### src/design/clio_pkg.sv
// Constants and types shared by the camera line I/O controller.
package clio_pkg;

  // Register byte addresses on the Wishbone slave.
  localparam logic [7:0] ADDR_PICK = 8'h00;
  localparam logic [7:0] ADDR_LINE_CFG = 8'h04;
  localparam logic [7:0] ADDR_FILTER = 8'h08;
  localparam logic [7:0] ADDR_LEVEL = 8'h0C;
  localparam logic [7:0] ADDR_ALL_LEVELS = 8'h10;
  localparam logic [7:0] ADDR_CTRL = 8'h14;
  localparam logic [7:0] ADDR_FLASH_COUNT = 8'h18;
  localparam logic [7:0] ADDR_FLASH_HIGH = 8'h1C;
  localparam logic [7:0] ADDR_FLASH_LOW = 8'h20;

  // Field positions in the line configuration register.
  localparam int CFG_USAGE_LSB = 0;
  localparam int CFG_ORIGIN_LSB = 2;
  localparam int CFG_FLIP_BIT = 4;

  // Field positions in the control register.
  localparam int CTRL_FLASH_EN_BIT = 0;
  localparam int CTRL_MANUAL_BIT = 1;
  localparam int CTRL_AUX_BIT = 2;
  localparam int CTRL_WINDOW_LSB = 4;

  // Values after reset.
  localparam logic [15:0] RST_FILTER_US = 16'h0000;
  localparam logic [15:0] RST_FLASH_COUNT = 16'h0000;
  localparam logic [23:0] RST_FLASH_HIGH = 24'h00_0064;
  localparam logic [23:0] RST_FLASH_LOW = 24'h00_0064;

  // Clock rate and the microsecond tick derived from it.
  localparam int CLK_PERIOD_NS = 10;
  localparam int US_NS = 1000;
  localparam int CYC_PER_US = US_NS / CLK_PERIOD_NS;

  typedef enum logic [1:0] {
    USE_INPUT = 2'b00,
    USE_TRIGGER = 2'b01,
    USE_FLASH = 2'b10,
    USE_OUTPUT = 2'b11
  } clio_usage_t;

  typedef enum logic [1:0] {
    ORG_EXPOSURE = 2'b00,
    ORG_TRIGGER = 2'b01,
    ORG_MANUAL = 2'b10
  } clio_origin_t;

  typedef enum logic [1:0] {
    WIN_FIRST_ROW = 2'b00,
    WIN_ANY_PIXEL = 2'b01,
    WIN_ALL_PIXELS = 2'b10
  } clio_window_t;

endpackage : clio_pkg

### src/design/clio_flash_if.sv
// Interface between the controller and its flash pulse train generator.
`timescale 1ns/1ps
interface clio_flash_if;
  logic enable;
  logic window;
  logic [15:0] count;
  logic [23:0] high_cycles;
  logic [23:0] low_cycles;
  logic flash;

  modport ctrl (output enable, window, count, high_cycles, low_cycles, input flash);
  modport gen (input enable, window, count, high_cycles, low_cycles, output flash);
endinterface : clio_flash_if

### src/design/clio_filter.sv
// Two-flop synchroniser and stability filter for one connector line.
`timescale 1ns/1ps
module clio_filter
  import clio_pkg::*;
(
  // Clock and reset.
  input wire logic clk_i,
  input wire logic rst_i,
  // Line and timing.
  input wire logic pin_i,
  input wire logic us_tick_i,
  input wire logic [15:0] filter_us_i,
  // Filtered level.
  output logic level_o
);

  logic sync_a;
  logic sync_b;
  logic [15:0] stable_us;

  always_ff @(posedge clk_i) begin
    if (rst_i) begin
      sync_a <= 1'b0;
      sync_b <= 1'b0;
    end else begin
      sync_a <= pin_i;
      sync_b <= sync_a;
    end
  end

  // A new level passes only after it held for the whole interval.
  always_ff @(posedge clk_i) begin
    if (rst_i) begin
      stable_us <= 16'h0000;
      level_o <= 1'b0;
    end else if (sync_b == level_o) begin
      stable_us <= 16'h0000;
    end else if (stable_us >= filter_us_i) begin
      level_o <= sync_b;
      stable_us <= 16'h0000;
    end else if (us_tick_i) begin
      stable_us <= stable_us + 16'h0001;
    end
  end

endmodule : clio_filter

### src/design/clio_flash.sv
// Flash pulse train generator started by the exposure window.
`timescale 1ns/1ps
module clio_flash
  import clio_pkg::*;
(
  // Clock and reset.
  input wire logic clk_i,
  input wire logic rst_i,
  // Controller side.
  clio_flash_if.gen fl
);

  typedef enum logic [1:0] {
    FS_IDLE = 2'b00,
    FS_HIGH = 2'b01,
    FS_LOW = 2'b10
  } clio_flash_state_t;

  clio_flash_state_t state;
  logic window_d;
  logic [23:0] timer;
  logic [15:0] left;

  always_ff @(posedge clk_i) begin
    if (rst_i) begin
      window_d <= 1'b0;
    end else begin
      window_d <= fl.window;
    end
  end

  always_ff @(posedge clk_i) begin
    if (rst_i || !fl.enable) begin
      state <= FS_IDLE;
      timer <= 24'h00_0000;
      left <= 16'h0000;
    end else begin
      case (state)
        FS_IDLE: begin
          if (fl.window && !window_d && fl.count != 16'h0000) begin
            state <= FS_HIGH;
            timer <= fl.high_cycles;
            left <= fl.count;
          end
        end
        FS_HIGH: begin
          if (timer <= 24'h00_0001) begin
            state <= FS_LOW;
            timer <= fl.low_cycles;
            left <= left - 16'h0001;
          end else begin
            timer <= timer - 24'h00_0001;
          end
        end
        FS_LOW: begin
          if (timer > 24'h00_0001) begin
            timer <= timer - 24'h00_0001;
          end else if (left != 16'h0000) begin
            state <= FS_HIGH;
            timer <= fl.high_cycles;
          end else begin
            state <= FS_IDLE;
          end
        end
        default: begin
          state <= FS_IDLE;
        end
      endcase
    end
  end

  // A zero count makes the flash follow the window as one level.
  always_ff @(posedge clk_i) begin
    if (rst_i) begin
      fl.flash <= 1'b0;
    end else if (fl.count == 16'h0000) begin
      fl.flash <= fl.enable & fl.window;
    end else begin
      fl.flash <= (state == FS_HIGH);
    end
  end

endmodule : clio_flash

### src/design/clio_line_io.sv
// Camera connector line controller with a Wishbone register slave.
//
// Chosen here: the register addresses and register access over Wishbone.
`timescale 1ns/1ps
// How it works
// - PICK register selects which of lines 0..3 per-line accesses address.
// - Picked line usage is input, trigger, flash or output, per-line allowed set.
// - Output origin selects exposure-active, trigger-active or the manual output level as the pin source.
// - Output origin drives the pin only in output usage.
// - Polarity flip inverts the picked line as input or output.
// - Manual output level drives the user output high or low.
// - Per-line filter interval in microseconds applies to input lines.
// - LEVEL read returns the picked line's present level.
// - ALL_LEVELS read returns every line's level in one word.
// - Flash emits a counted pulse train with programmable high and low times.
// - Any-pixel flash window exists only under global reset, all-pixels window only without it.
// - Window code 00 first row, 01 any pixel, 10 all pixels.
// - Control bit switches the auxiliary supply output.
// - Flash enable low stops all flash pulses.
module clio_line_io
  import clio_pkg::*;
#(
  parameter int NUM_LINES = 4,
  parameter logic [15:0] USAGE_ALLOWED = 16'hFFFF
) (
  // Clock and reset.
  input wire logic clk_i,
  input wire logic rst_i,
  // Wishbone slave.
  input wire logic wb_cyc_i,
  input wire logic wb_stb_i,
  input wire logic wb_we_i,
  input wire logic [7:0] wb_adr_i,
  input wire logic [3:0] wb_sel_i,
  input wire logic [31:0] wb_dat_i,
  output logic [31:0] wb_dat_o,
  output logic wb_ack_o,
  // Connector lines.
  input wire logic [NUM_LINES-1:0] line_in_i,
  output logic [NUM_LINES-1:0] line_out_o,
  output logic [NUM_LINES-1:0] line_oe_o,
  // Camera signals.
  input wire logic exposure_active_i,
  input wire logic trigger_active_i,
  input wire logic first_row_exposing_i,
  input wire logic last_row_exposing_i,
  input wire logic global_reset_mode_i,
  // Results.
  output logic trigger_o,
  output logic user_output_o,
  output logic aux_supply_en_o
);

  ////////////////////////////////////////////////////////////////////////////
  // Registers.

  logic [1:0] pin_pick;
  clio_usage_t pin_usage [NUM_LINES];
  clio_origin_t pin_output_origin [NUM_LINES];
  logic [NUM_LINES-1:0] pin_polarity_flip;
  logic [15:0] pin_glitch_filter_time [NUM_LINES];
  logic flash_signal_enable;
  logic manual_output_level;
  logic aux_supply_enable;
  clio_window_t exposure_window_select;
  logic [15:0] flash_count;
  logic [23:0] flash_high;
  logic [23:0] flash_low;

  logic [NUM_LINES-1:0] filtered;
  logic [NUM_LINES-1:0] line_level;
  logic [NUM_LINES-1:0] next_out;
  logic [NUM_LINES-1:0] next_oe;
  logic [6:0] us_div;
  logic us_tick;
  logic bus_req;
  logic bus_wr;
  logic [31:0] wmask;
  logic [31:0] cfg_word;
  logic [31:0] cfg_new;
  logic [31:0] ctrl_word;
  logic [31:0] ctrl_new;
  logic [31:0] rd_word;
  logic [3:0] allowed_bits;
  logic window;

  clio_flash_if flif ();

  ////////////////////////////////////////////////////////////////////////////
  // Bus handshake: one answer per request, one cycle after it.

  assign bus_req = wb_cyc_i & wb_stb_i & ~wb_ack_o;
  assign bus_wr = bus_req & wb_we_i;

  always_ff @(posedge clk_i) begin
    if (rst_i) begin
      wb_ack_o <= 1'b0;
    end else begin
      wb_ack_o <= bus_req;
    end
  end

  always_comb begin
    for (int b = 0; b < 4; b++) begin
      wmask[b*8 +: 8] = {8{wb_sel_i[b]}};
    end
  end

  always_comb begin
    cfg_word = 32'h0000_0000;
    cfg_word[CFG_USAGE_LSB +: 2] = pin_usage[pin_pick];
    cfg_word[CFG_ORIGIN_LSB +: 2] = pin_output_origin[pin_pick];
    cfg_word[CFG_FLIP_BIT] = pin_polarity_flip[pin_pick];
    cfg_new = (cfg_word & ~wmask) | (wb_dat_i & wmask);
    ctrl_word = 32'h0000_0000;
    ctrl_word[CTRL_FLASH_EN_BIT] = flash_signal_enable;
    ctrl_word[CTRL_MANUAL_BIT] = manual_output_level;
    ctrl_word[CTRL_AUX_BIT] = aux_supply_enable;
    ctrl_word[CTRL_WINDOW_LSB +: 2] = exposure_window_select;
    ctrl_new = (ctrl_word & ~wmask) | (wb_dat_i & wmask);
  end

  assign allowed_bits = USAGE_ALLOWED[pin_pick*4 +: 4];

  ////////////////////////////////////////////////////////////////////////////
  // Register writes.

  always_ff @(posedge clk_i) begin
    if (rst_i) begin
      pin_pick <= 2'b00;
    end else if (bus_wr && wb_adr_i == ADDR_PICK && wb_sel_i[0]) begin
      pin_pick <= wb_dat_i[1:0];
    end
  end

  always_ff @(posedge clk_i) begin
    if (rst_i) begin
      for (int i = 0; i < NUM_LINES; i++) begin
        pin_usage[i] <= USE_INPUT;
        pin_output_origin[i] <= ORG_EXPOSURE;
        pin_glitch_filter_time[i] <= RST_FILTER_US;
      end
      pin_polarity_flip <= '0;
    end else if (bus_wr && wb_adr_i == ADDR_LINE_CFG) begin
      // Usages that this line does not offer are ignored.
      if (allowed_bits[cfg_new[CFG_USAGE_LSB +: 2]]) begin
        pin_usage[pin_pick] <= clio_usage_t'(cfg_new[CFG_USAGE_LSB +: 2]);
      end
      if (cfg_new[CFG_ORIGIN_LSB +: 2] != 2'b11) begin
        pin_output_origin[pin_pick] <= clio_origin_t'(cfg_new[CFG_ORIGIN_LSB +: 2]);
      end
      pin_polarity_flip[pin_pick] <= cfg_new[CFG_FLIP_BIT];
    end else if (bus_wr && wb_adr_i == ADDR_FILTER) begin
      pin_glitch_filter_time[pin_pick] <= (pin_glitch_filter_time[pin_pick] & ~wmask[15:0])
        | (wb_dat_i[15:0] & wmask[15:0]);
    end
  end

  always_ff @(posedge clk_i) begin
    if (rst_i) begin
      flash_signal_enable <= 1'b0;
      manual_output_level <= 1'b0;
      aux_supply_enable <= 1'b0;
      exposure_window_select <= WIN_FIRST_ROW;
    end else if (bus_wr && wb_adr_i == ADDR_CTRL) begin
      flash_signal_enable <= ctrl_new[CTRL_FLASH_EN_BIT];
      manual_output_level <= ctrl_new[CTRL_MANUAL_BIT];
      aux_supply_enable <= ctrl_new[CTRL_AUX_BIT];
      exposure_window_select <= clio_window_t'(ctrl_new[CTRL_WINDOW_LSB +: 2]);
    end
  end

  always_ff @(posedge clk_i) begin
    if (rst_i) begin
      flash_count <= RST_FLASH_COUNT;
      flash_high <= RST_FLASH_HIGH;
      flash_low <= RST_FLASH_LOW;
    end else if (bus_wr) begin
      if (wb_adr_i == ADDR_FLASH_COUNT) begin
        flash_count <= (flash_count & ~wmask[15:0]) | (wb_dat_i[15:0] & wmask[15:0]);
      end
      if (wb_adr_i == ADDR_FLASH_HIGH) begin
        flash_high <= (flash_high & ~wmask[23:0]) | (wb_dat_i[23:0] & wmask[23:0]);
      end
      if (wb_adr_i == ADDR_FLASH_LOW) begin
        flash_low <= (flash_low & ~wmask[23:0]) | (wb_dat_i[23:0] & wmask[23:0]);
      end
    end
  end

  ////////////////////////////////////////////////////////////////////////////
  // Register reads; unmapped addresses answer zero.

  always_comb begin
    rd_word = 32'h0000_0000;
    case (wb_adr_i)
      ADDR_PICK: rd_word[1:0] = pin_pick;
      ADDR_LINE_CFG: rd_word = cfg_word;
      ADDR_FILTER: rd_word[15:0] = pin_glitch_filter_time[pin_pick];
      ADDR_LEVEL: rd_word[0] = line_level[pin_pick];
      ADDR_ALL_LEVELS: rd_word[NUM_LINES-1:0] = line_level;
      ADDR_CTRL: rd_word = ctrl_word;
      ADDR_FLASH_COUNT: rd_word[15:0] = flash_count;
      ADDR_FLASH_HIGH: rd_word[23:0] = flash_high;
      ADDR_FLASH_LOW: rd_word[23:0] = flash_low;
      default: rd_word = 32'h0000_0000;
    endcase
  end

  always_ff @(posedge clk_i) begin
    if (rst_i) begin
      wb_dat_o <= 32'h0000_0000;
    end else if (bus_req && !wb_we_i) begin
      wb_dat_o <= rd_word;
    end
  end

  ////////////////////////////////////////////////////////////////////////////
  // Microsecond tick for the line filters.

  always_ff @(posedge clk_i) begin
    if (rst_i || us_tick) begin
      us_div <= 7'h00;
    end else begin
      us_div <= us_div + 7'h01;
    end
  end

  assign us_tick = (us_div == 7'(CYC_PER_US - 1));

  ////////////////////////////////////////////////////////////////////////////
  // Exposure window that starts the flash.

  always_comb begin
    case (exposure_window_select)
      WIN_ANY_PIXEL: begin
        if (global_reset_mode_i) begin
          window = first_row_exposing_i | last_row_exposing_i;
        end else begin
          window = first_row_exposing_i;
        end
      end
      WIN_ALL_PIXELS: begin
        if (global_reset_mode_i) begin
          window = first_row_exposing_i;
        end else begin
          window = first_row_exposing_i & last_row_exposing_i;
        end
      end
      default: window = first_row_exposing_i;
    endcase
  end

  assign flif.enable = flash_signal_enable;
  assign flif.window = window;
  assign flif.count = flash_count;
  assign flif.high_cycles = flash_high;
  assign flif.low_cycles = flash_low;

  clio_flash u_flash (
    .clk_i(clk_i),
    .rst_i(rst_i),
    .fl(flif)
  );

  ////////////////////////////////////////////////////////////////////////////
  // Per-line filter, level and pin drive.

  for (genvar g = 0; g < NUM_LINES; g++) begin : g_line
    clio_filter u_filter (
      .clk_i(clk_i),
      .rst_i(rst_i),
      .pin_i(line_in_i[g]),
      .us_tick_i(us_tick),
      .filter_us_i(pin_glitch_filter_time[g]),
      .level_o(filtered[g])
    );

    assign line_level[g] = filtered[g] ^ pin_polarity_flip[g];

    always_comb begin
      next_out[g] = 1'b0;
      next_oe[g] = 1'b0;
      case (pin_usage[g])
        USE_FLASH: begin
          next_oe[g] = 1'b1;
          next_out[g] = flif.flash;
        end
        USE_OUTPUT: begin
          next_oe[g] = 1'b1;
          case (pin_output_origin[g])
            ORG_TRIGGER: next_out[g] = trigger_active_i;
            ORG_MANUAL: next_out[g] = manual_output_level;
            default: next_out[g] = exposure_active_i;
          endcase
        end
        default: next_oe[g] = 1'b0;
      endcase
    end
  end

  always_ff @(posedge clk_i) begin
    if (rst_i) begin
      line_out_o <= '0;
      line_oe_o <= '0;
      trigger_o <= 1'b0;
      user_output_o <= 1'b0;
      aux_supply_en_o <= 1'b0;
    end else begin
      line_out_o <= next_out ^ pin_polarity_flip;
      line_oe_o <= next_oe;
      trigger_o <= 1'b0;
      for (int i = 0; i < NUM_LINES; i++) begin
        if (pin_usage[i] == USE_TRIGGER && line_level[i]) begin
          trigger_o <= 1'b1;
        end
      end
      user_output_o <= manual_output_level;
      aux_supply_en_o <= aux_supply_enable;
    end
  end

endmodule : clio_line_io

### config.mk
export PLATFORM = sky130hd
export DESIGN_NAME = clio_line_io
export DESIGN_NICKNAME = d
export VERILOG_FILES = /design/src/design/clio_pkg.sv /design/src/design/clio_flash_if.sv /design/src/design/clio_filter.sv /design/src/design/clio_flash.sv /design/src/design/clio_line_io.sv
export SDC_FILE = /design/constraint.sdc
export NUM_CORES = 1
export LEC_CHECK = 0
export ABC_AREA = 1
export ABC_CLOCK_PERIOD_IN_PS = 3300
export BUFFER_PORTS_ARGS = -buffer_cell sky130_fd_sc_hd__clkbuf_2
export CAP_MARGIN = 20
export CORE_MARGIN = 10
export CORE_UTILIZATION = 45
export CTS_CLUSTER_DIAMETER = 80
export DETAILED_ROUTE_END_ITERATION = 7
export SYNTH_ARGS = -nofsm -noshare
export SYNTH_HDL_FRONTEND = slang
export SYNTH_SLANG_ARGS = --single-unit
### constraint.sdc
create_clock -name clk_i -period 3.3 [get_ports clk_i]
set_input_delay 0.495 -clock clk_i [delete_from_list [all_inputs] [get_ports clk_i]]
set_output_delay 0.495 -clock clk_i [all_outputs]
set_load 0.02 [all_outputs]
Yosys cells after proc, flatten, opt, wreduce, memory -nomap -nowiden. Memory sizes are Yosys's and may differ from the RTL's. A register that Yosys moved wholly into a read port is not among the register bits. Cells that the tools add are included.

Reduce and logical (&&, ||, !) cells: 46. Shift operators: 1. Eq/ne operators: 42. Mux-type cells: 76. Bitwise operators: 34. $add $sub $neg: 7. Magnitude comparators: 9.

Operator list (count): 2-to-1 mux 24 bit (4); AND 24 bit (3); one-hot mux 12 bit (6 select lines) (1); one-hot mux 24 bit (3 select lines) (1); adder 16 x 1 -> 16 bit (second input constant) (4); greater-or-equal comparator 16 bit (4); AND 16 bit (3); 2-to-1 mux 16 bit (3); bitwise OR 24 bit (2); 2-to-1 mux 1 bit (33); equality test 8 x 5 -> 1 bit (second input constant) (4); bitwise OR 16 bit (2); one-hot mux 16 bit (2 select lines) (1); nonzero test 16 bit (2); equality test 2 bit (second input constant) (14); 2-to-1 mux 2 bit (14); > comparator 24 x 1 -> 1 bit (second input constant) (1); <= comparator 24 x 1 -> 1 bit (second input constant) (1); inverter 24 bit (1); subtractor 24 x 1 -> 24 bit (second input constant) (1); equality test 2 x 1 -> 1 bit (second input constant) (10); one-hot mux 1 bit (2 select lines) (9); equality test 8 x 4 -> 1 bit (second input constant) (2); zero test 16 bit (1); other kinds (43) (94).

Memories kept: 3. Output and inout bits: 44. Input bits: 58. Bits in writable memories: 80. Word-level logic and storage cells: 256. Flip-flop bits (word level): 238.

Memories: pin_glitch_filter_time (depth 4, bits a word 16, rd ports 5, clocked after memory_dff 1, wr ports 4, RTL line clio_line_io.sv:61) `logic [15:0] pin_glitch_filter_time [NUM_LINES];`; pin_output_origin (depth 4, bits a word 2, rd ports 5, clocked after memory_dff 1, wr ports 4, RTL line clio_line_io.sv:59) `clio_origin_t pin_output_origin [NUM_LINES];`; pin_usage (depth 4, bits a word 2, rd ports 5, clocked after memory_dff 1, wr ports 4, RTL line clio_line_io.sv:58) `clio_usage_t pin_usage [NUM_LINES];`.

Logic depth before layout (Yosys ltp).
Depth in word-level cells: 12. Gate-level depth with buffers: 14. Depth with buffers taken out: 13.

Cells and area by module. From an unflattened synthesis, not the netlist that was laid out.

Cell total of the unflattened synthesis: 2665. Area total of the unflattened synthesis: 18714.2 sq um.

Modules (own cells, without submodules): clio_line_io (area each 9382.7 sq um, cells each 1173, times used 1, seq. area each 4804.6 sq um); clio_filter (area each 1337.5 sq um, cells each 191, times used 4, seq. area each 380.4 sq um); clio_flash (area each 3981.3 sq um, cells each 728, times used 1, seq. area each 880.8 sq um).

Worst setup path after synthesis. No wires, ideal clock.

Path type: input to register. Start point: input wb_adr_i[7]. End point: memory pin_glitch_filter_time[3][0], enable pin. Library setup time: 0.411 ns. Required time: 2.889 ns. Path buffers: 0. Slack: 0.578 ns. Cell stages on the path: 7. Data arrival time: 2.311 ns. Cells stage by stage: nor2_2 > nand3_1 > inv_1 > nand2_4 > clkinv_2 > nand2_2 > o21ai_0.

RTL lines: start, declared (RTL line clio_line_io.sv:33) `input wire logic [7:0] wb_adr_i,`; end, declared (RTL line clio_line_io.sv:61).

==> results.json <==
{
  "drive_gt1_share_pct": 9.749,
  "fin_skew_ps": 14.74,
  "critPathLaunchType": "register",
  "wl_um": 53470,
  "cts_buffers": 38,
  "ys_seq_area_share_pct": 39.55,
  "top_usage_layer": "met2",
  "critical_path_class": "register to register",
  "hold_slack_ps": 127.9,
  "dp_hpwl_um": 40560,
  "synthTopCellsByCount": "nand2_1, nor2_1, inv_1",
  "worst_pin_slew_ps": 867.4,
  "rsz0062_at_grt": "no",
  "die_area_um2": 48940,
  "yosys.area.top_type": "dfxtp_1",
  "ios": 102,
  "setup_viol": 0,
  "synth_warnings": 0,
  "synth_async_sr_flop_share_pct": 0,
  "netlist.area_leader.share_pct": 26.37,
  "crit_required_ps": 3780,
  "antenna_cells": 0,
  "antenna_found_initial": 2,
  "io_buffers": 84,
  "grt_pass1_vias": 15780,
  "multi_input_area_um2": 9250,
  "clkSlewWorstSetupHoldPaths_ps": 60,
  "period_needed_ps": 2480,
  "clk_path_buf_depth": 3,
  "grtUsageMet2_pct": 33.11,
  "cp_cell_sequence": "inv_1 > ha_1 > inv_1 > nand4_1 > nand2_1 > nand3_1 > nand2_1 > buf_4 > nand3_4 > inv_2 > nand2_1 > a21oi_1",
  "die_y_um": 221.2,
  "met1_usage_pct": 29.27,
  "htree_levels": 2,
  "yosys-top-cells-area": "dfxtp_1, edfxtp_1, nand2_1, nor2_1, inv_1",
  "yosysMostFrequentCell": "nand2_1",
  "synth_top_flop_cell": "dfxtp_1",
  "antenna_left": 0,
  "initial_core_util_pct": 45.65,
  "synth-simple-area-share_pct": 26.22,
  "hold_path.class": "primary input to register",
  "status": "finished, final reports clean",
  "synth_compound_area_share_pct": 14.72,
  "slowest_stage": "dfxtp_1",
  "ff_latch_area_um2": 7207,
  "first_pass_iters": 7,
  "avgSynthCellArea_um2": 7.194,
  "synthAdderAreaFrac_pct": 5.905,
  "die-width_um": 221.2,
  "post-cts-setup-buffers": 0,
  "area_delta_synth_final_pct": 11.10,
  "wl_per_cell_um": 16.97,
  "remaining_drc_errors": 0,
  "fin_setup_tns_ps": 0,
  "clk_latency_ps": 560,
  "grt_max_degree": 55,
  "max_cap_violations": 0,
  "rows": 73,
  "vdd_drop_max_v": 0.0003204,
  "use_met3_pct": 3.691,
  "fmax_mhz": 403.2,
  "synth_edf_count": 80,
  "critPathMaxFanout": 19,
  "cpPeakStageDelay_ps": 350,
  "coreArea_um2": 39910,
  "routed_via_density": 5.259,
  "p_leak_nw": 8.796,
  "crit_arrival_ps": 2960,
  "netlist_area_um2": 18220,
  "netlist_instances": 2533,
  "powerDensity_nw_per_um2": 423.4,
  "finalHoldViolations": 0,
  "grt_pass1_wl_um": 85370,
  "final_max_slew_viol_count": 0,
  "cts_tree": "done",
  "clock-sinks": 320,
  "via_count": 16570,
  "synth_top_family_by_area": "simple AND/OR/NAND/NOR gates",
  "nFillCells": 4033,
  "drtIter0Drc": 1455,
  "cts.hold.buffers_added": 0,
  "synth_xor_xnor_area_share_pct": 3.413,
  "worstSetupEndpointType": "register",
  "finish.net_count": 2741,
  "cts_resized": 0,
  "relSlewSlack_pct": 41.81,
  "gr-usage-all-layers_pct": 21.10,
  "post-route-period-util_pct": 75.16,
  "gr-total-overflow": 0,
  "fin_util_pct": 50.72,
  "synthMuxAreaShare_pct": 0.3296,
  "cp_common_cell": "nand2_1",
  "cts_root_buf": "clkbuf_16",
  "place_congestion": 0.8898,
  "synth_cell_type_count": 50,
  "ys_seq_elements": 320
}
-- per-stage QoR --
| stage | total power (W) | setup slack, ps | instance area [um^2] | std cells |
|---|---|---|---|---|
| 6_report | 0.008572 | 819.6 | 20240 | 3151 |
| 5_1_grt | 0.008838 | 578.6 | 20240 | 3151 |
| 4_1_cts | 0.008664 | 821.7 | 20240 | 3151 |
| 3_5_place_dp | 0.004544 | 519.2 | 19040 | 3082 |
| 3_3_place_gp | 0.004536 | 566.3 | 19040 | 3082 |
| 2_1_floorplan | 0.004391 | 577.8 | 18250 | 2540 |
-- layout by cell type, fill, tap and decap left out, drive strengths merged, types with 13 or more instances in the layout --
cell / count
clkinv: 16
xnor2: 13
ha: 86
o21ai: 181
inv: 340
nand3: 113
edfxtp: 80
buf: 31
a21oi: 232
nor3: 21
nand2: 528
o22ai: 28
clkbuf: 134
nor2: 399
xor2: 58
nand4: 45
dfxtp: 240
-- layout make-up --
| class | instances | share of cell area, % |
|---|---|---|
| Clock buffer | 50 | 5.117 |
| Clock inverter | 19 | 0.8096 |
| Inverter | 340 | 6.310 |
| Multi-Input combinational cell | 1782 | 45.69 |
| Sequential cell | 320 | 35.60 |
| Tap cell | 525 | 3.245 |
| Timing Repair Buffer | 115 | 3.226 |
-- worst max-delay path: cells and delay by family (launching register included) --
kind                       cells  cell delay (ps)
buffers and inverters          4              700
and+or+nand+nor                6              900
DFF                            1              350
adders and majority gates      1              300
AOI/OAI and AO/OA              1              140
-- cells by family after synthesis --
| kind of cell | after synthesis |
|---|---|
| AO/OA/AOI/OAI | 490 |
| XOR/XNOR | 71 |
| adder cells (fa/ha/maj) | 86 |
| buffers and inverters | 438 |
| flip-flops | 320 |
| multiplexers | 6 |
| other | 1 |
| AND/OR/NAND/NOR | 1121 |
-- routing by layer --
metal / vias up / wire length [um]
met1: 7678 / 25230
met4: 4 / 1086
li1: 8353 / -
met2: 463 / 23530
met5: - / 31
met3: 74 / 3594
-- power breakdown --
| part | switching, W | internal [W] |
|---|---|---|
| sequential | 0.0000343 | 0.00407 |
| clock | 0.00173 | 0.00238 |
| combinational | 0.000260 | 0.000102 |
| total | 0.00203 | 0.00655 |
-- worst paths after layout --
path                              from                         to  slack [ps]  cells after the start
max                           register            u_flash.left[5]         820                     12
min                       line_in_i[1]  g_line[1].u_filter.sync_a         130                      3
max reg2reg                   register            u_flash.left[5]         820                     12
min reg2reg  g_line[2].u_filter.sync_a  g_line[2].u_filter.sync_b         390                      2
Note: power is estimated with default switching activity, not from simulation.
